File: src/shared/exec_pkg.sv
// Shared constants and types for the instruction execute subset
package exec_pkg;

  // ==========================================================
  // Operation codes presented by decode
  typedef enum logic [2:0] {
    OP_NONE     = 3'b000,
    OP_ADD_MEM  = 3'b001,
    OP_AND_WMEM = 3'b010,
    OP_AND_IMM  = 3'b011,
    OP_AND_MEM  = 3'b100,
    OP_CALL     = 3'b101,
    OP_ZERO_MEM = 3'b110
  } op_e;

  // ==========================================================
  // Sequencer states
  typedef enum logic [2:0] {
    ST_IDLE  = 3'b000,
    ST_WAIT  = 3'b001,
    ST_EXEC  = 3'b010,
    ST_CALL2 = 3'b011
  } state_e;

  // ==========================================================
  // Reset values and fixed figures
  // All ones: the AND paths only clear bits, so a zero start would leave nothing to test
  localparam logic [7:0] WREG_RST     = 8'hFF;
  localparam logic       FLAG_RST     = 1'b0;
  localparam logic [7:0] ZERO_BYTE    = 8'h00;
  localparam int         PC_INCREMENT = 1;
  localparam int         HALF_BIT     = 4;

endpackage

File: src/hw/byte_adder.sv
// Eight-bit adder with carry, half-carry and overflow outputs
`timescale 1ns/1ps
`default_nettype none

module byte_adder #(
  parameter int W = 8
) (
  input  wire logic [W-1:0] i_a,
  input  wire logic [W-1:0] i_b,
  output logic      [W-1:0] o_sum,
  output logic              o_carry,
  output logic              o_half_carry,
  output logic              o_overflow
);

  logic [W:0]               full;
  logic [exec_pkg::HALF_BIT:0] low;

  // ==========================================================
  // Arithmetic
  assign full  = {1'b0, i_a} + {1'b0, i_b};
  assign low   = {1'b0, i_a[exec_pkg::HALF_BIT-1:0]} + {1'b0, i_b[exec_pkg::HALF_BIT-1:0]};
  assign o_sum = full[W-1:0];
  assign o_carry      = full[W];                                  // RULE_08
  assign o_half_carry = low[exec_pkg::HALF_BIT];                  // RULE_08
  // Signed overflow: like-signed operands giving an opposite-signed result
  assign o_overflow   = (i_a[W-1] == i_b[W-1]) && (full[W-1] != i_a[W-1]); // RULE_08

endmodule

`default_nettype wire

File: src/hw/exec_unit.sv
// Execute stage for add, AND, call and clear-byte instructions
`timescale 1ns/1ps
`default_nettype none

// Summary of operation
// RULE_01: Add-to-memory sums working register and byte, writes byte, updates four flags.
// RULE_02: AND-memory puts working register AND byte into working register; zero flag only.
// RULE_03: AND-immediate puts working register AND immediate into working register; zero flag only.
// RULE_04: AND-into-memory writes byte AND working register back to that byte.
// RULE_05: Call pushes program counter plus one, then loads target; flags untouched.
// RULE_06: Call takes two instruction cycles.
// RULE_07: Clear-byte writes 00H to the byte; flags untouched.
// RULE_08: Zero on zero result, carry from bit 7, half-carry bit 3, signed overflow.
module exec_unit #(
  parameter int DATA_W = 8,
  parameter int ADDR_W = 8,
  parameter int PC_W   = 11
) (
  input  wire logic               i_clk,
  input  wire logic               i_srst,
  // Decoded instruction
  input  wire logic               i_valid,
  input  wire exec_pkg::op_e      i_op,
  input  wire logic [ADDR_W-1:0]  i_mem_addr,
  input  wire logic [DATA_W-1:0]  i_imm,
  input  wire logic [PC_W-1:0]    i_target,
  input  wire logic [PC_W-1:0]    i_pc,
  output logic                    o_ready,
  // Data memory
  output logic                    o_mem_rd,
  output logic                    o_mem_wr,
  output logic      [ADDR_W-1:0]  o_mem_addr,
  output logic      [DATA_W-1:0]  o_mem_wdata,
  input  wire logic [DATA_W-1:0]  i_mem_rdata,
  // Stack and program counter
  output logic                    o_push,
  output logic      [PC_W-1:0]    o_push_data,
  output logic                    o_pc_load,
  output logic      [PC_W-1:0]    o_pc_value,
  // Architectural state
  output logic      [DATA_W-1:0]  o_working_register,
  output logic                    o_zero_flag,
  output logic                    o_carry_flag,
  output logic                    o_half_carry_flag,
  output logic                    o_overflow_flag
);

  // ==========================================================
  // State
  exec_pkg::state_e   state_q;
  exec_pkg::op_e      op_q;
  logic               ready_q;
  logic               mem_rd_q;
  logic               mem_wr_q;
  logic [ADDR_W-1:0]  mem_addr_q;
  logic [DATA_W-1:0]  mem_wdata_q;
  logic               push_q;
  logic [PC_W-1:0]    push_data_q;
  logic               pc_load_q;
  logic [PC_W-1:0]    pc_value_q;
  logic [PC_W-1:0]    target_q;
  logic [DATA_W-1:0]  wreg_q;
  logic               zero_q;
  logic               carry_q;
  logic               half_q;
  logic               ovf_q;

  logic               take;
  logic [DATA_W-1:0]  sum;
  logic               sum_c;
  logic               sum_h;
  logic               sum_v;
  logic [DATA_W-1:0]  and_mem;
  logic [DATA_W-1:0]  and_imm;

  assign take    = i_valid && ready_q && (state_q == exec_pkg::ST_IDLE);
  assign and_mem = wreg_q & i_mem_rdata;
  assign and_imm = wreg_q & i_imm;

  byte_adder #(
    .W (DATA_W)
  ) u_adder (
    .i_a          (wreg_q),
    .i_b          (i_mem_rdata),
    .o_sum        (sum),
    .o_carry      (sum_c),
    .o_half_carry (sum_h),
    .o_overflow   (sum_v)
  );

  // ==========================================================
  // Sequencer
  always_ff @(posedge i_clk) begin
    if (i_srst) begin
      state_q <= exec_pkg::ST_IDLE;
      op_q    <= exec_pkg::OP_NONE;
      ready_q <= 1'b1;
    end else begin
      case (state_q)
        exec_pkg::ST_IDLE: begin
          if (take) begin
            op_q <= i_op;
            case (i_op)
              exec_pkg::OP_ADD_MEM, exec_pkg::OP_AND_WMEM, exec_pkg::OP_AND_MEM: begin
                state_q <= exec_pkg::ST_WAIT;
                ready_q <= 1'b0;
              end
              exec_pkg::OP_CALL: begin
                // Second cycle loads the target
                state_q <= exec_pkg::ST_CALL2;        // RULE_06
                ready_q <= 1'b0;
              end
              default: begin
                state_q <= exec_pkg::ST_IDLE;
              end
            endcase
          end
        end
        exec_pkg::ST_WAIT: begin
          // Memory answers one cycle after the read strobe
          state_q <= exec_pkg::ST_EXEC;
        end
        exec_pkg::ST_EXEC, exec_pkg::ST_CALL2: begin
          state_q <= exec_pkg::ST_IDLE;
          ready_q <= 1'b1;
        end
        default: begin
          state_q <= exec_pkg::ST_IDLE;
          ready_q <= 1'b1;
        end
      endcase
    end
  end

  // ==========================================================
  // Data memory port
  always_ff @(posedge i_clk) begin
    if (i_srst) begin
      mem_rd_q    <= 1'b0;
      mem_wr_q    <= 1'b0;
      mem_addr_q  <= '0;
      mem_wdata_q <= exec_pkg::ZERO_BYTE;
    end else begin
      mem_rd_q <= 1'b0;
      mem_wr_q <= 1'b0;
      if (take) begin
        mem_addr_q <= i_mem_addr;
        if (i_op == exec_pkg::OP_ADD_MEM || i_op == exec_pkg::OP_AND_WMEM ||
            i_op == exec_pkg::OP_AND_MEM) begin
          mem_rd_q <= 1'b1;
        end
        if (i_op == exec_pkg::OP_ZERO_MEM) begin
          mem_wr_q    <= 1'b1;
          mem_wdata_q <= exec_pkg::ZERO_BYTE;           // RULE_07
        end
      end else if (state_q == exec_pkg::ST_EXEC) begin
        if (op_q == exec_pkg::OP_ADD_MEM) begin
          mem_wr_q    <= 1'b1;
          mem_wdata_q <= sum;                           // RULE_01
        end else if (op_q == exec_pkg::OP_AND_MEM) begin
          mem_wr_q    <= 1'b1;
          mem_wdata_q <= and_mem;                       // RULE_04
        end
      end
    end
  end

  // ==========================================================
  // Stack push and program counter load
  always_ff @(posedge i_clk) begin
    if (i_srst) begin
      push_q      <= 1'b0;
      push_data_q <= '0;
      pc_load_q   <= 1'b0;
      pc_value_q  <= '0;
      target_q    <= '0;
    end else begin
      push_q    <= 1'b0;
      pc_load_q <= 1'b0;
      if (take && i_op == exec_pkg::OP_CALL) begin
        // Return address is the instruction after the call
        push_q      <= 1'b1;
        push_data_q <= i_pc + PC_W'(exec_pkg::PC_INCREMENT); // RULE_05
        target_q    <= i_target;
      end
      if (state_q == exec_pkg::ST_CALL2) begin
        pc_load_q  <= 1'b1;                             // RULE_05
        pc_value_q <= target_q;
      end
    end
  end

  // ==========================================================
  // Working register
  always_ff @(posedge i_clk) begin
    if (i_srst) begin
      wreg_q <= exec_pkg::WREG_RST;
    end else if (take && i_op == exec_pkg::OP_AND_IMM) begin
      wreg_q <= and_imm;                                // RULE_03
    end else if (state_q == exec_pkg::ST_EXEC && op_q == exec_pkg::OP_AND_WMEM) begin
      wreg_q <= and_mem;                                // RULE_02
    end
  end

  // ==========================================================
  // Flags; call and clear-byte never reach here, so flags hold
  always_ff @(posedge i_clk) begin
    if (i_srst) begin
      zero_q  <= exec_pkg::FLAG_RST;
      carry_q <= exec_pkg::FLAG_RST;
      half_q  <= exec_pkg::FLAG_RST;
      ovf_q   <= exec_pkg::FLAG_RST;
    end else if (take && i_op == exec_pkg::OP_AND_IMM) begin
      zero_q <= (and_imm == '0);                        // RULE_03
    end else if (state_q == exec_pkg::ST_EXEC) begin
      case (op_q)
        exec_pkg::OP_ADD_MEM: begin
          zero_q  <= (sum == '0);                       // RULE_01
          carry_q <= sum_c;                             // RULE_08
          half_q  <= sum_h;
          ovf_q   <= sum_v;
        end
        exec_pkg::OP_AND_WMEM, exec_pkg::OP_AND_MEM: begin
          zero_q <= (and_mem == '0);                    // RULE_02
        end
        default: begin
          zero_q <= zero_q;
        end
      endcase
    end
  end

  // ==========================================================
  // Outputs
  assign o_ready            = ready_q;
  assign o_mem_rd           = mem_rd_q;
  assign o_mem_wr           = mem_wr_q;
  assign o_mem_addr         = mem_addr_q;
  assign o_mem_wdata        = mem_wdata_q;
  assign o_push             = push_q;
  assign o_push_data        = push_data_q;
  assign o_pc_load          = pc_load_q;
  assign o_pc_value         = pc_value_q;
  assign o_working_register = wreg_q;
  assign o_zero_flag        = zero_q;
  assign o_carry_flag       = carry_q;
  assign o_half_carry_flag  = half_q;
  assign o_overflow_flag    = ovf_q;

endmodule

`default_nettype wire

File: config.mk
export PLATFORM = sky130hd
export DESIGN_NAME = exec_unit
export DESIGN_NICKNAME = d
export VERILOG_FILES = /design/src/shared/exec_pkg.sv /design/src/hw/byte_adder.sv /design/src/hw/exec_unit.sv
export SDC_FILE = /design/constraint.sdc
export NUM_CORES = 1
export LEC_CHECK = 0
export BUFFER_PORTS_ARGS = -buffer_cell sky130_fd_sc_hd__buf_2
export CORE_MARGIN = 2
export CORE_UTILIZATION = 25
export DETAILED_ROUTE_END_ITERATION = 10
export PLACE_DENSITY = 0.51
export SYNTH_ARGS = -nofsm -noshare
export SYNTH_HDL_FRONTEND = slang
export SYNTH_SLANG_ARGS = --single-unit
File: constraint.sdc
create_clock -name i_clk -period 2.49 [get_ports i_clk]
set_input_delay 0.3735 -clock i_clk [delete_from_list [all_inputs] [get_ports i_clk]]
set_output_delay 0.3735 -clock i_clk [all_outputs]
set_load 0.005 [all_outputs]
=== Yosys cells after proc, flatten, opt, wreduce, memory -nomap -nowiden ===
Index checks and enable logic that the tools add are counted.

* Register bits: 72
* Input bits: 52
* Logic and storage cells: 92

* Add/subtract/negate cells: 3
* Eq/ne operators: 17
* Muxes and demuxes: 24
* Bitwise operators: 5
* Reductions and logical operators: 26

{| class="wikitable"
|+ Operators with widths
! kind !! count
|-
| $mux 8 || 7
|-
| $logic_not 8->1 || 3
|-
| $and 8x8->8 || 2
|-
| $eq 3x2->1 const B || 5
|-
| $eq 3x3->1 const B || 4
|-
| $mux 1 || 12
|-
| $add 11x1->11 const B || 1
|-
| $add 8x8->9 || 1
|-
| $eq 3x1->1 const B || 3
|-
| $reduce_and 3->1 || 3
|-
| $logic_and 1x1->1 || 6
|-
| $pmux 3 s2 || 1
|-
| $reduce_bool 2->1 || 3
|-
| $reduce_bool 3->1 || 2
|-
| $add 4x4->5 || 1
|-
| $ne 2x2->1 const B || 2
|-
| $pmux 1 s2 || 2
|-
| $pmux 2 s2 || 1
|-
| $reduce_and 2->1 || 2
|-
| $reduce_or 2->1 || 2
|-
| $reduce_or 4->1 || 1
|-
| $logic_not 3->1 || 1
|-
| $mux 3 || 1
|-
| $not 1->1 || 3
|-
| other kinds (5) || 6
|}

=== Logic depth before layout (Yosys ltp) ===
Gate-level depths: netlist of the first run.

* Depth after elaboration: 5
* Mapped depth: 7
* Mapped depth without buffers: 7

=== Modules after synthesis ===
Synthesis of the first run repeated with hierarchy kept, for this count alone.

* Cells, all modules: 402
* Area total of the unflattened synthesis: 3370.7 sq um

{| class="wikitable"
|+ By module, submodules not included
! module !! times used !! cells each !! area an instance (sq um) !! seq. area each (sq um)
|-
| exec_unit || 1 || 365 || 3059.2 || 1421.4
|-
| byte_adder || 1 || 37 || 311.5 || 0.0
|}

=== Worst setup path after synthesis of the first run ===
OpenSTA, ideal clock, no wires.

* Path kind: input to register
* Start point: input i_mem_rdata[0]
* End point: register mem_wdata_q[6] (netlist: o_mem_wdata[6])
* Library setup time: 0.059 ns
* Arrival: 1.952 ns
* Required time: 2.431 ns
* Setup slack: 0.479 ns
* Stages: 7
* Path buffers: 0
* Cells stage by stage: ha_1 -> fa_1 -> a211o_1 -> nand3_1 -> a21boi_0 -> o31ai_1 -> a22o_1

* Cells in the longest elaborated chain, start to end: 4

{| class="wikitable"
|+ RTL lines
! what !! RTL line !! RTL
|-
| start, declared || exec_unit.sv:34 || <nowiki>input wire logic [DATA_W-1:0] i_mem_rdata,</nowiki>
|-
| $add 8x8->9 || byte_adder.sv:21 || <nowiki>assign full = {1'b0, i_a} + {1'b0, i_b};</nowiki>
|-
| $mux 8 || exec_unit.sv:157 || <nowiki>if (op_q == exec_pkg::OP_ADD_MEM) begin</nowiki>
|-
| $mux 8 || exec_unit.sv:156 || <nowiki>end else if (state_q == exec_pkg::ST_EXEC) begin</nowiki>
|-
| $mux 8 || exec_unit.sv:146 || <nowiki>if (take) begin</nowiki>
|-
| end signal, assigned || exec_unit.sv:154 || <nowiki>mem_wdata_q <= exec_pkg::ZERO_BYTE;</nowiki>
|-
| end signal, assigned || exec_unit.sv:159 || <nowiki>mem_wdata_q <= sum;</nowiki>
|-
| end signal, assigned || exec_unit.sv:162 || <nowiki>mem_wdata_q <= and_mem;</nowiki>
|-
| end, declared || exec_unit.sv:56 || <nowiki>logic [DATA_W-1:0] mem_wdata_q;</nowiki>
|}

No other way between the ends. The select of a mux whose other input is x is not followed.
A chain may end at the register's enable or synchronous reset.

=== Worst setup path in the final report of the first run ===
* Start point: register wreg_q[0] (netlist: o_working_register[0])
* End point: register zero_q (netlist: o_zero_flag)

* Cells in the longest elaborated chain, start to end: 5
* Elaborated cells on any way between the ends: 9

{| class="wikitable"
|+ RTL lines
! what !! RTL line !! RTL
|-
| start, declared || exec_unit.sv:62 || <nowiki>logic [DATA_W-1:0] wreg_q;</nowiki>
|-
| start signal, assigned || exec_unit.sv:197 || <nowiki>wreg_q <= exec_pkg::WREG_RST;</nowiki>
|-
| start signal, assigned || exec_unit.sv:199 || <nowiki>wreg_q <= and_imm;</nowiki>
|-
| start signal, assigned || exec_unit.sv:201 || <nowiki>wreg_q <= and_mem;</nowiki>
|-
| $add 8x8->9 / $and 8x8->8 (equally long branches) || byte_adder.sv:21, exec_unit.sv:77 ||
|-
| $logic_not 8->1, on equally long branches || exec_unit.sv:218, exec_unit.sv:224 ||
|-
| $pmux 1 s2 || exec_unit.sv:216 || <nowiki>case (op_q)</nowiki>
|-
| $mux 1 || exec_unit.sv:215 || <nowiki>end else if (state_q == exec_pkg::ST_EXEC) begin</nowiki>
|-
| $mux 1 (*) || exec_unit.sv:213 || <nowiki>end else if (take && i_op == exec_pkg::OP_AND_IMM) begin</nowiki>
|-
| end signal, assigned || exec_unit.sv:214 || <nowiki>zero_q <= (and_imm == '0);</nowiki>
|-
| end signal, assigned || exec_unit.sv:218 || <nowiki>zero_q <= (sum == '0);</nowiki>
|-
| end signal, assigned || exec_unit.sv:224 || <nowiki>zero_q <= (and_mem == '0);</nowiki>
|-
| end, declared || exec_unit.sv:63 || <nowiki>logic zero_q;</nowiki>
|}

Every way passes the cells marked *; elsewhere a longest branch is shown, timed or not. The select of a mux whose other input is x is not followed.

==> flow_summary.json, run 1 <==
{
  "status": "finished, final reports clean",
  "cts_buffer_depth": 2,
  "clk_pin_slew_ps": 60,
  "cp.required_ps": 2700,
  "slowest_delay_ps": 420,
  "wl_met1_mm": 4.19,
  "top_layer": "met4",
  "std_cell_rows": 42,
  "met3_length_um": 570,
  "coreArea_um2": 13100,
  "gp_congestion": 0.825,
  "postLayoutCoreUtil_pct": 33.2,
  "hold_path.class": "in2reg",
  "seq_area_frac_synth_pct": 42.5,
  "stdcell_area_um2": 4360,
  "clkSinkCount": 71,
  "drtAntennaViolNets": 0,
  "r2r_setup_slack_ps": 270,
  "worstPathMaxFanout": 5,
  "max_freq_mhz": 451,
  "cap_viol_max_count": 0,
  "die_area_um2": 14300,
  "setup_slack_ps": 272,
  "tritoncts": "done",
  "finalWirelength_mm": 9.34,
  "placed_area_um2": 4020,
  "dr_total_vias": 3230,
  "synth-edff-count": 0,
  "dp_slack_ps": 160,
  "avgSynthCellArea_um2": 8.46,
  "drt_iter0_drc": 169,
  "path_cells": "ha_1 -> fa_1 -> a211o_1 -> nand3_1 -> a21boi_0 -> o2111ai_1 -> o22ai_1",
  "powerDensity_nw_per_um2": 690,
  "clock_skew_ps": 6.13,
  "io_pins": 107,
  "cp.arrival_ps": 2430,
  "post_cts_buffers": 0,
  "routedWlPerCell_um": 13.9,
  "fin_crit_ps": 2220,
  "place_hpwl_mm": 6.99,
  "htree_levels": 3,
  "start_util_pct": 25.4,
  "grt_pass1_vias": 3125,
  "end_kind": "flop",
  "syn_area_um2": 3340,
  "die_w_um": 120,
  "grt_pass1_wl_mm": 15.4,
  "routed-wl-met2_mm": 4.43,
  "postCtsHoldBufs": 0,
  "insertion_delay_ps": 340,
  "drc": 0,
  "port_buffers": 106,
  "vdd_drop_max_mv": 0.279,
  "die_h_um": 120,
  "first_pass_iters": 4,
  "drv_slew": 0,
  "cts_root_buffer": "clkbuf_16",
  "synth.ff_latch_count": 71,
  "antenna_found_initial": 0,
  "tns_ps": 0,
  "startpoint_type": "flop",
  "hold_slack_ps": 268,
  "yosysWarnings": 0,
  "cts-buffers-inserted": 9,
  "post_cts_resized": 0,
  "syn_inst": 395,
  "post-route-period-util_pct": 89.1,
  "critPathSlowestCell": "fa_1",
  "grt_max_degree": 33,
  "p_leak_uw": 0.00174,
  "max_slew_margin_pct": 64.8,
  "grt_overflow": 0,
  "finalSetupViolCount": 0,
  "rsz0062_at_grt": "no",
  "worstSetupPathType": "reg2reg",
  "synth-async-reset-ratio_pct": 0,
  "finalHoldViolCount": 0,
  "area_delta_synth_final_pct": 30.4,
  "drive_above_1_share_pct": 28.5,
  "tightest_slew_ps": 525,
  "syn-num-nets": 457,
  "num_antenna_cells": 0,
  "grt_usage_pct": 13.4,
  "ys.flop_type": "dfxtp_1",
  "synth_cell_types": 61,
  "via_per_inst": 4.79,
  "nets": 555
}
[cell type report]
class | instances | area, um2
Timing Repair Buffer | 112 | 576
Clock inverter | 6 | 92.6
Sequential cell | 71 | 1420
Multi-Input combinational cell | 295 | 1790
Fill cell | 1432 | 8780
Clock buffer | 10 | 239
Inverter | 4 | 15.0
Tap cell | 176 | 220
[logic make-up after synthesis]
kind of cell / after synthesis / share of synthesized area (%)
AOI/OAI and AO/OA: 111 / 22.8
xor gates and xnor gates: 12 / 3.15
adders and majority gates: 10 / 3.97
buffers and inverters: 29 / 3.82
DFF: 71 / 42.5
muxes: 2 / 0.599
and+or+nand+nor: 160 / 23.1
[flip-flops by register name (all words and copies together) (netlist names), 2 cells and up]
| name | cells |
|---|---|
| state_q | 2 |
| o_push_data | 11 |
| o_mem_wdata | 8 |
| o_mem_addr | 8 |
| o_working_register | 8 |
| op_q | 3 |
| target_q | 11 |
| o_pc_value | 11 |
[per-stage QoR]
| step | cells | total power, uW |
|---|---|---|
| finish | 674 | 3000 |
| global route | 674 | 3150 |
| CTS | 674 | 3060 |
| detailed placement | 658 | 1600 |
| global placement | 658 | 1600 |
| floorplan | 395 | 1460 |
[cell usage in the layout, fill, tap and decap left out, drive strengths merged, types with 3 or more instances in the layout]
| cell type | count |
|---|---|
| nor3b | 3 |
| a21o | 11 |
| nand2 | 84 |
| xor2 | 6 |
| ha | 9 |
| xnor2 | 6 |
| clkbuf | 10 |
| buf | 112 |
| nor2 | 29 |
| or2 | 4 |
| o21ai | 9 |
| or3 | 5 |
| inv | 5 |
| nand3 | 8 |
| a221o | 8 |
| o21a | 3 |
| dfxtp | 71 |
| a22oi | 5 |
| and2 | 4 |
| a211oi | 9 |
| a21oi | 43 |
| nor3 | 11 |
| a311oi | 5 |
[power by group]
group          internal [uW]  leakage (uW)  total, uW  switching (uW)
combinational            159       0.00101        368             209
sequential              1170      0.000576       1210            34.3
clock                    909      0.000155       1430             519
[synthesized netlist by cell type, types with 6 or more instances]
master	count	area [um2]
a21o_1	11	82.6
xor2_1	6	52.6
ha_1	9	113
a211oi_1	9	67.6
buf_2	6	30.0
o21ai_0	6	30.0
xnor2_1	6	52.6
clkbuf_1	16	60.1
nor3_1	10	50.1
nor2_1	26	97.6
a21oi_1	42	210
nand2_1	84	315
nand3_1	8	40.0
a221o_1	8	80.1
dfxtp_1	71	1420
[routing by layer]
metal | vias to the layer above | GRT usage (%)
met2 | 91 | 22.5
met3 | 12 | 3.66
li1 | 1607 | -
met1 | 1520 | 16.2
met4 | 0 | 5.59
met5 | - | 0
[path summary, 6_finish.rpt]
| check | startpoint | endpoint | cells past startpoint |
|---|---|---|---|
| max | o_working_register[0] | o_zero_flag | 7 |
| min reg2reg | o_mem_wdata[2] | o_mem_wdata[2] | 2 |
| max reg2reg | o_working_register[0] | o_zero_flag | 7 |
| min | i_target[0] | target_q[0] | 3 |
[critical path, delay by kind of cell, from the launching register on]
kind | cells | cell delay (ps)
compound gates | 4 | 890
fa+ha+maj | 2 | 680
flops | 1 | 340
simple gates | 1 | 180
(Power assumes the default switching activity.)
==> run 2, diff against run 1 <==
--- a/config.mk
+++ b/config.mk
@@ -8,6 +8,7 @@
 export BUFFER_PORTS_ARGS = -buffer_cell sky130_fd_sc_hd__buf_2
 export CORE_MARGIN = 2
 export CORE_UTILIZATION = 25
+export CTS_BUF_LIST = sky130_fd_sc_hd__clkbuf_8
 export DETAILED_ROUTE_END_ITERATION = 10
 export PLACE_DENSITY = 0.51
 export SYNTH_ARGS = -nofsm -noshare
==> run 2 against run 1 <==
  * Fmax grew 0.34%
  * Critical path depth is the same
  * Register-to-register slack is essentially flat
  * Final cell count is the same
  * Critical endpoint is now o_mem_wdata[6]
  * Sequential power is essentially flat
  * Non-clock buffer count is the same
  * Combinational power is essentially flat
  * Via count shrank 1.3%
  * Highest routed layer unchanged
  * Design area shrank 2.3%
  * First-iteration DRC count grew 4.1%
  * Hold slack lost 23 ps
==> flow_summary.json, run 2 (same netlist as run 1, synthesis figures left out) <==
{
  "finalWirelength_mm": 9.31,
  "end_kind": "flop",
  "cts_buffer_depth": 2,
  "drt_iter0_drc": 176,
  "vdd_drop_max_mv": 0.252,
  "port_buffers": 106,
  "drive_above_1_share_pct": 28.5,
  "clock_skew_ps": 8.57,
  "post-route-period-util_pct": 88.8,
  "dr_total_vias": 3189,
  "tritoncts": "done",
  "die_h_um": 120,
  "cp_top_family": "compound AO/OA/AOI/OAI gates",
  "die_area_um2": 14300,
  "cp.required_ps": 2790,
  "grt_usage_pct": 13.5,
  "worstPathMaxFanout": 5,
  "cap_viol_max_count": 0,
  "finalSetupViolCount": 0,
  "p_leak_uw": 0.00169,
  "tightest_slew_ps": 525,
  "htree_levels": 3,
  "coreArea_um2": 13100,
  "hold_path.class": "in2reg",
  "power.total_uw": 2650,
  "first_pass_iters": 4,
  "final_common_cell": "buf_2",
  "grt_pass1_vias": 3111,
  "slowest_delay_ps": 420,
  "post_cts_resized": 0,
  "finalHoldViolCount": 0,
  "area_delta_synth_final_pct": 27.3,
  "critPathSlowestCell": "fa_1",
  "most-common-layout-cells": "106 x buf_2, 84 x nand2_1, 71 x dfxtp_1, 42 x a21oi_1, 26 x nor2_1",
  "fin_crit_ps": 2210,
  "worstSetupPathType": "reg2reg",
  "grt_pass1_wl_mm": 15.3,
  "nets": 555,
  "rsz0062_at_grt": "no",
  "gp_congestion": 0.825,
  "status": "finished, final reports clean",
  "clkSinkCount": 71,
  "drc": 0,
  "place_hpwl_mm": 6.99,
  "std_cell_rows": 42,
  "insertion_delay_ps": 350,
  "startpoint_type": "flop",
  "postCtsHoldBufs": 0,
  "die_w_um": 120,
  "cp.arrival_ps": 2510,
  "cts_root_buffer": "clkbuf_8",
  "via_per_inst": 4.73,
  "grt_overflow": 0,
  "tns_ps": 0,
  "max_slew_margin_pct": 64.9,
  "path_cells": "ha_1 -> fa_1 -> a211o_1 -> nand3_1 -> a21boi_0 -> o31ai_1 -> a22o_1",
  "drv_slew": 0,
  "routedWlPerCell_um": 13.8,
  "num_antenna_cells": 0,
  "cts-buffers-inserted": 9,
  "path_buf_inv": 0,
  "powerDensity_nw_per_um2": 623,
  "io_pins": 107,
  "max_freq_mhz": 452,
  "n_fill_cell": 1441,
  "start_util_pct": 25.4,
  "clk_pin_slew_ps": 80,
  "grt_max_degree": 33,
  "post_cts_buffers": 0,
  "antenna_found_initial": 0,
  "drtAntennaViolNets": 0
}
run 2: cell types whose count changed in the layout (fill, tap and decap cells not counted):
cell       previous run  this run
clkbuf_8              1        10
clkbuf_16             9         0
run 2: final cells by class:
class                   instances  area [um2]  area share (%)
inverters                       4        15.0           0.353
clock buffers                  10         138            3.24
well taps                     176         220            5.18
clock inverters                 6        92.6            2.18
multi-input cells             295        1790            42.1
repair buffers                112         576            13.5
flip-flops and latches         71        1420            33.4
run 2: worst reg2reg max path: stages (launching register included):
cell      delay (ps)
dfxtp_1          350
ha_1             260
fa_1             420
a211o_1          360
nand3_1          180
a21boi_0         170
o31ai_1          280
a22o_1           150
run 2: final timing paths:
kind / start / endpoint / slack (ps) / cells past startpoint
worst min-delay path: i_target[0] / target_q[0] / 250 / 3
worst min register to register: o_mem_wdata[2] / o_mem_wdata[2] / 450 / 2
worst max-delay path: o_working_register[0] / o_mem_wdata[6] / 280 / 7
worst max register to register: o_working_register[0] / o_mem_wdata[6] / 280 / 7
run 2: layer usage:
metal | global-route usage (%) | vias to the layer above | share of wire (%)
met5 | 0 | - | 0
met4 | 4.71 | 0 | 0.91
li1 | - | 1602 | -
met1 | 16.4 | 1492 | 44
met3 | 4.37 | 6 | 6.8
met2 | 22.3 | 89 | 48
run 2: report_power, final:
| part | switching [uW] | internal, uW | total, uW |
|---|---|---|---|
| registers | 33.9 | 1170 | 1210 |
| clock network | 480 | 597 | 1080 |
| logic | 208 | 159 | 368 |
| total | 722 | 1930 | 2650 |
run 2: metrics by stage:
stage | hold WS, ps | std cells | utilization (%) | instance area (um2) | setup slack [ps]
2_1_floorplan | 432 | 395 | - | 3340 | 479
3_3_place_gp | 441 | 658 | 30.6 | 4020 | 226
3_5_place_dp | 441 | 658 | 30.6 | 4020 | 160
4_1_cts | 214 | 674 | 32.4 | 4250 | 277
5_1_grt | 217 | 674 | 32.4 | 4250 | 100
6_report | 245 | 674 | 32.4 | 4250 | 279
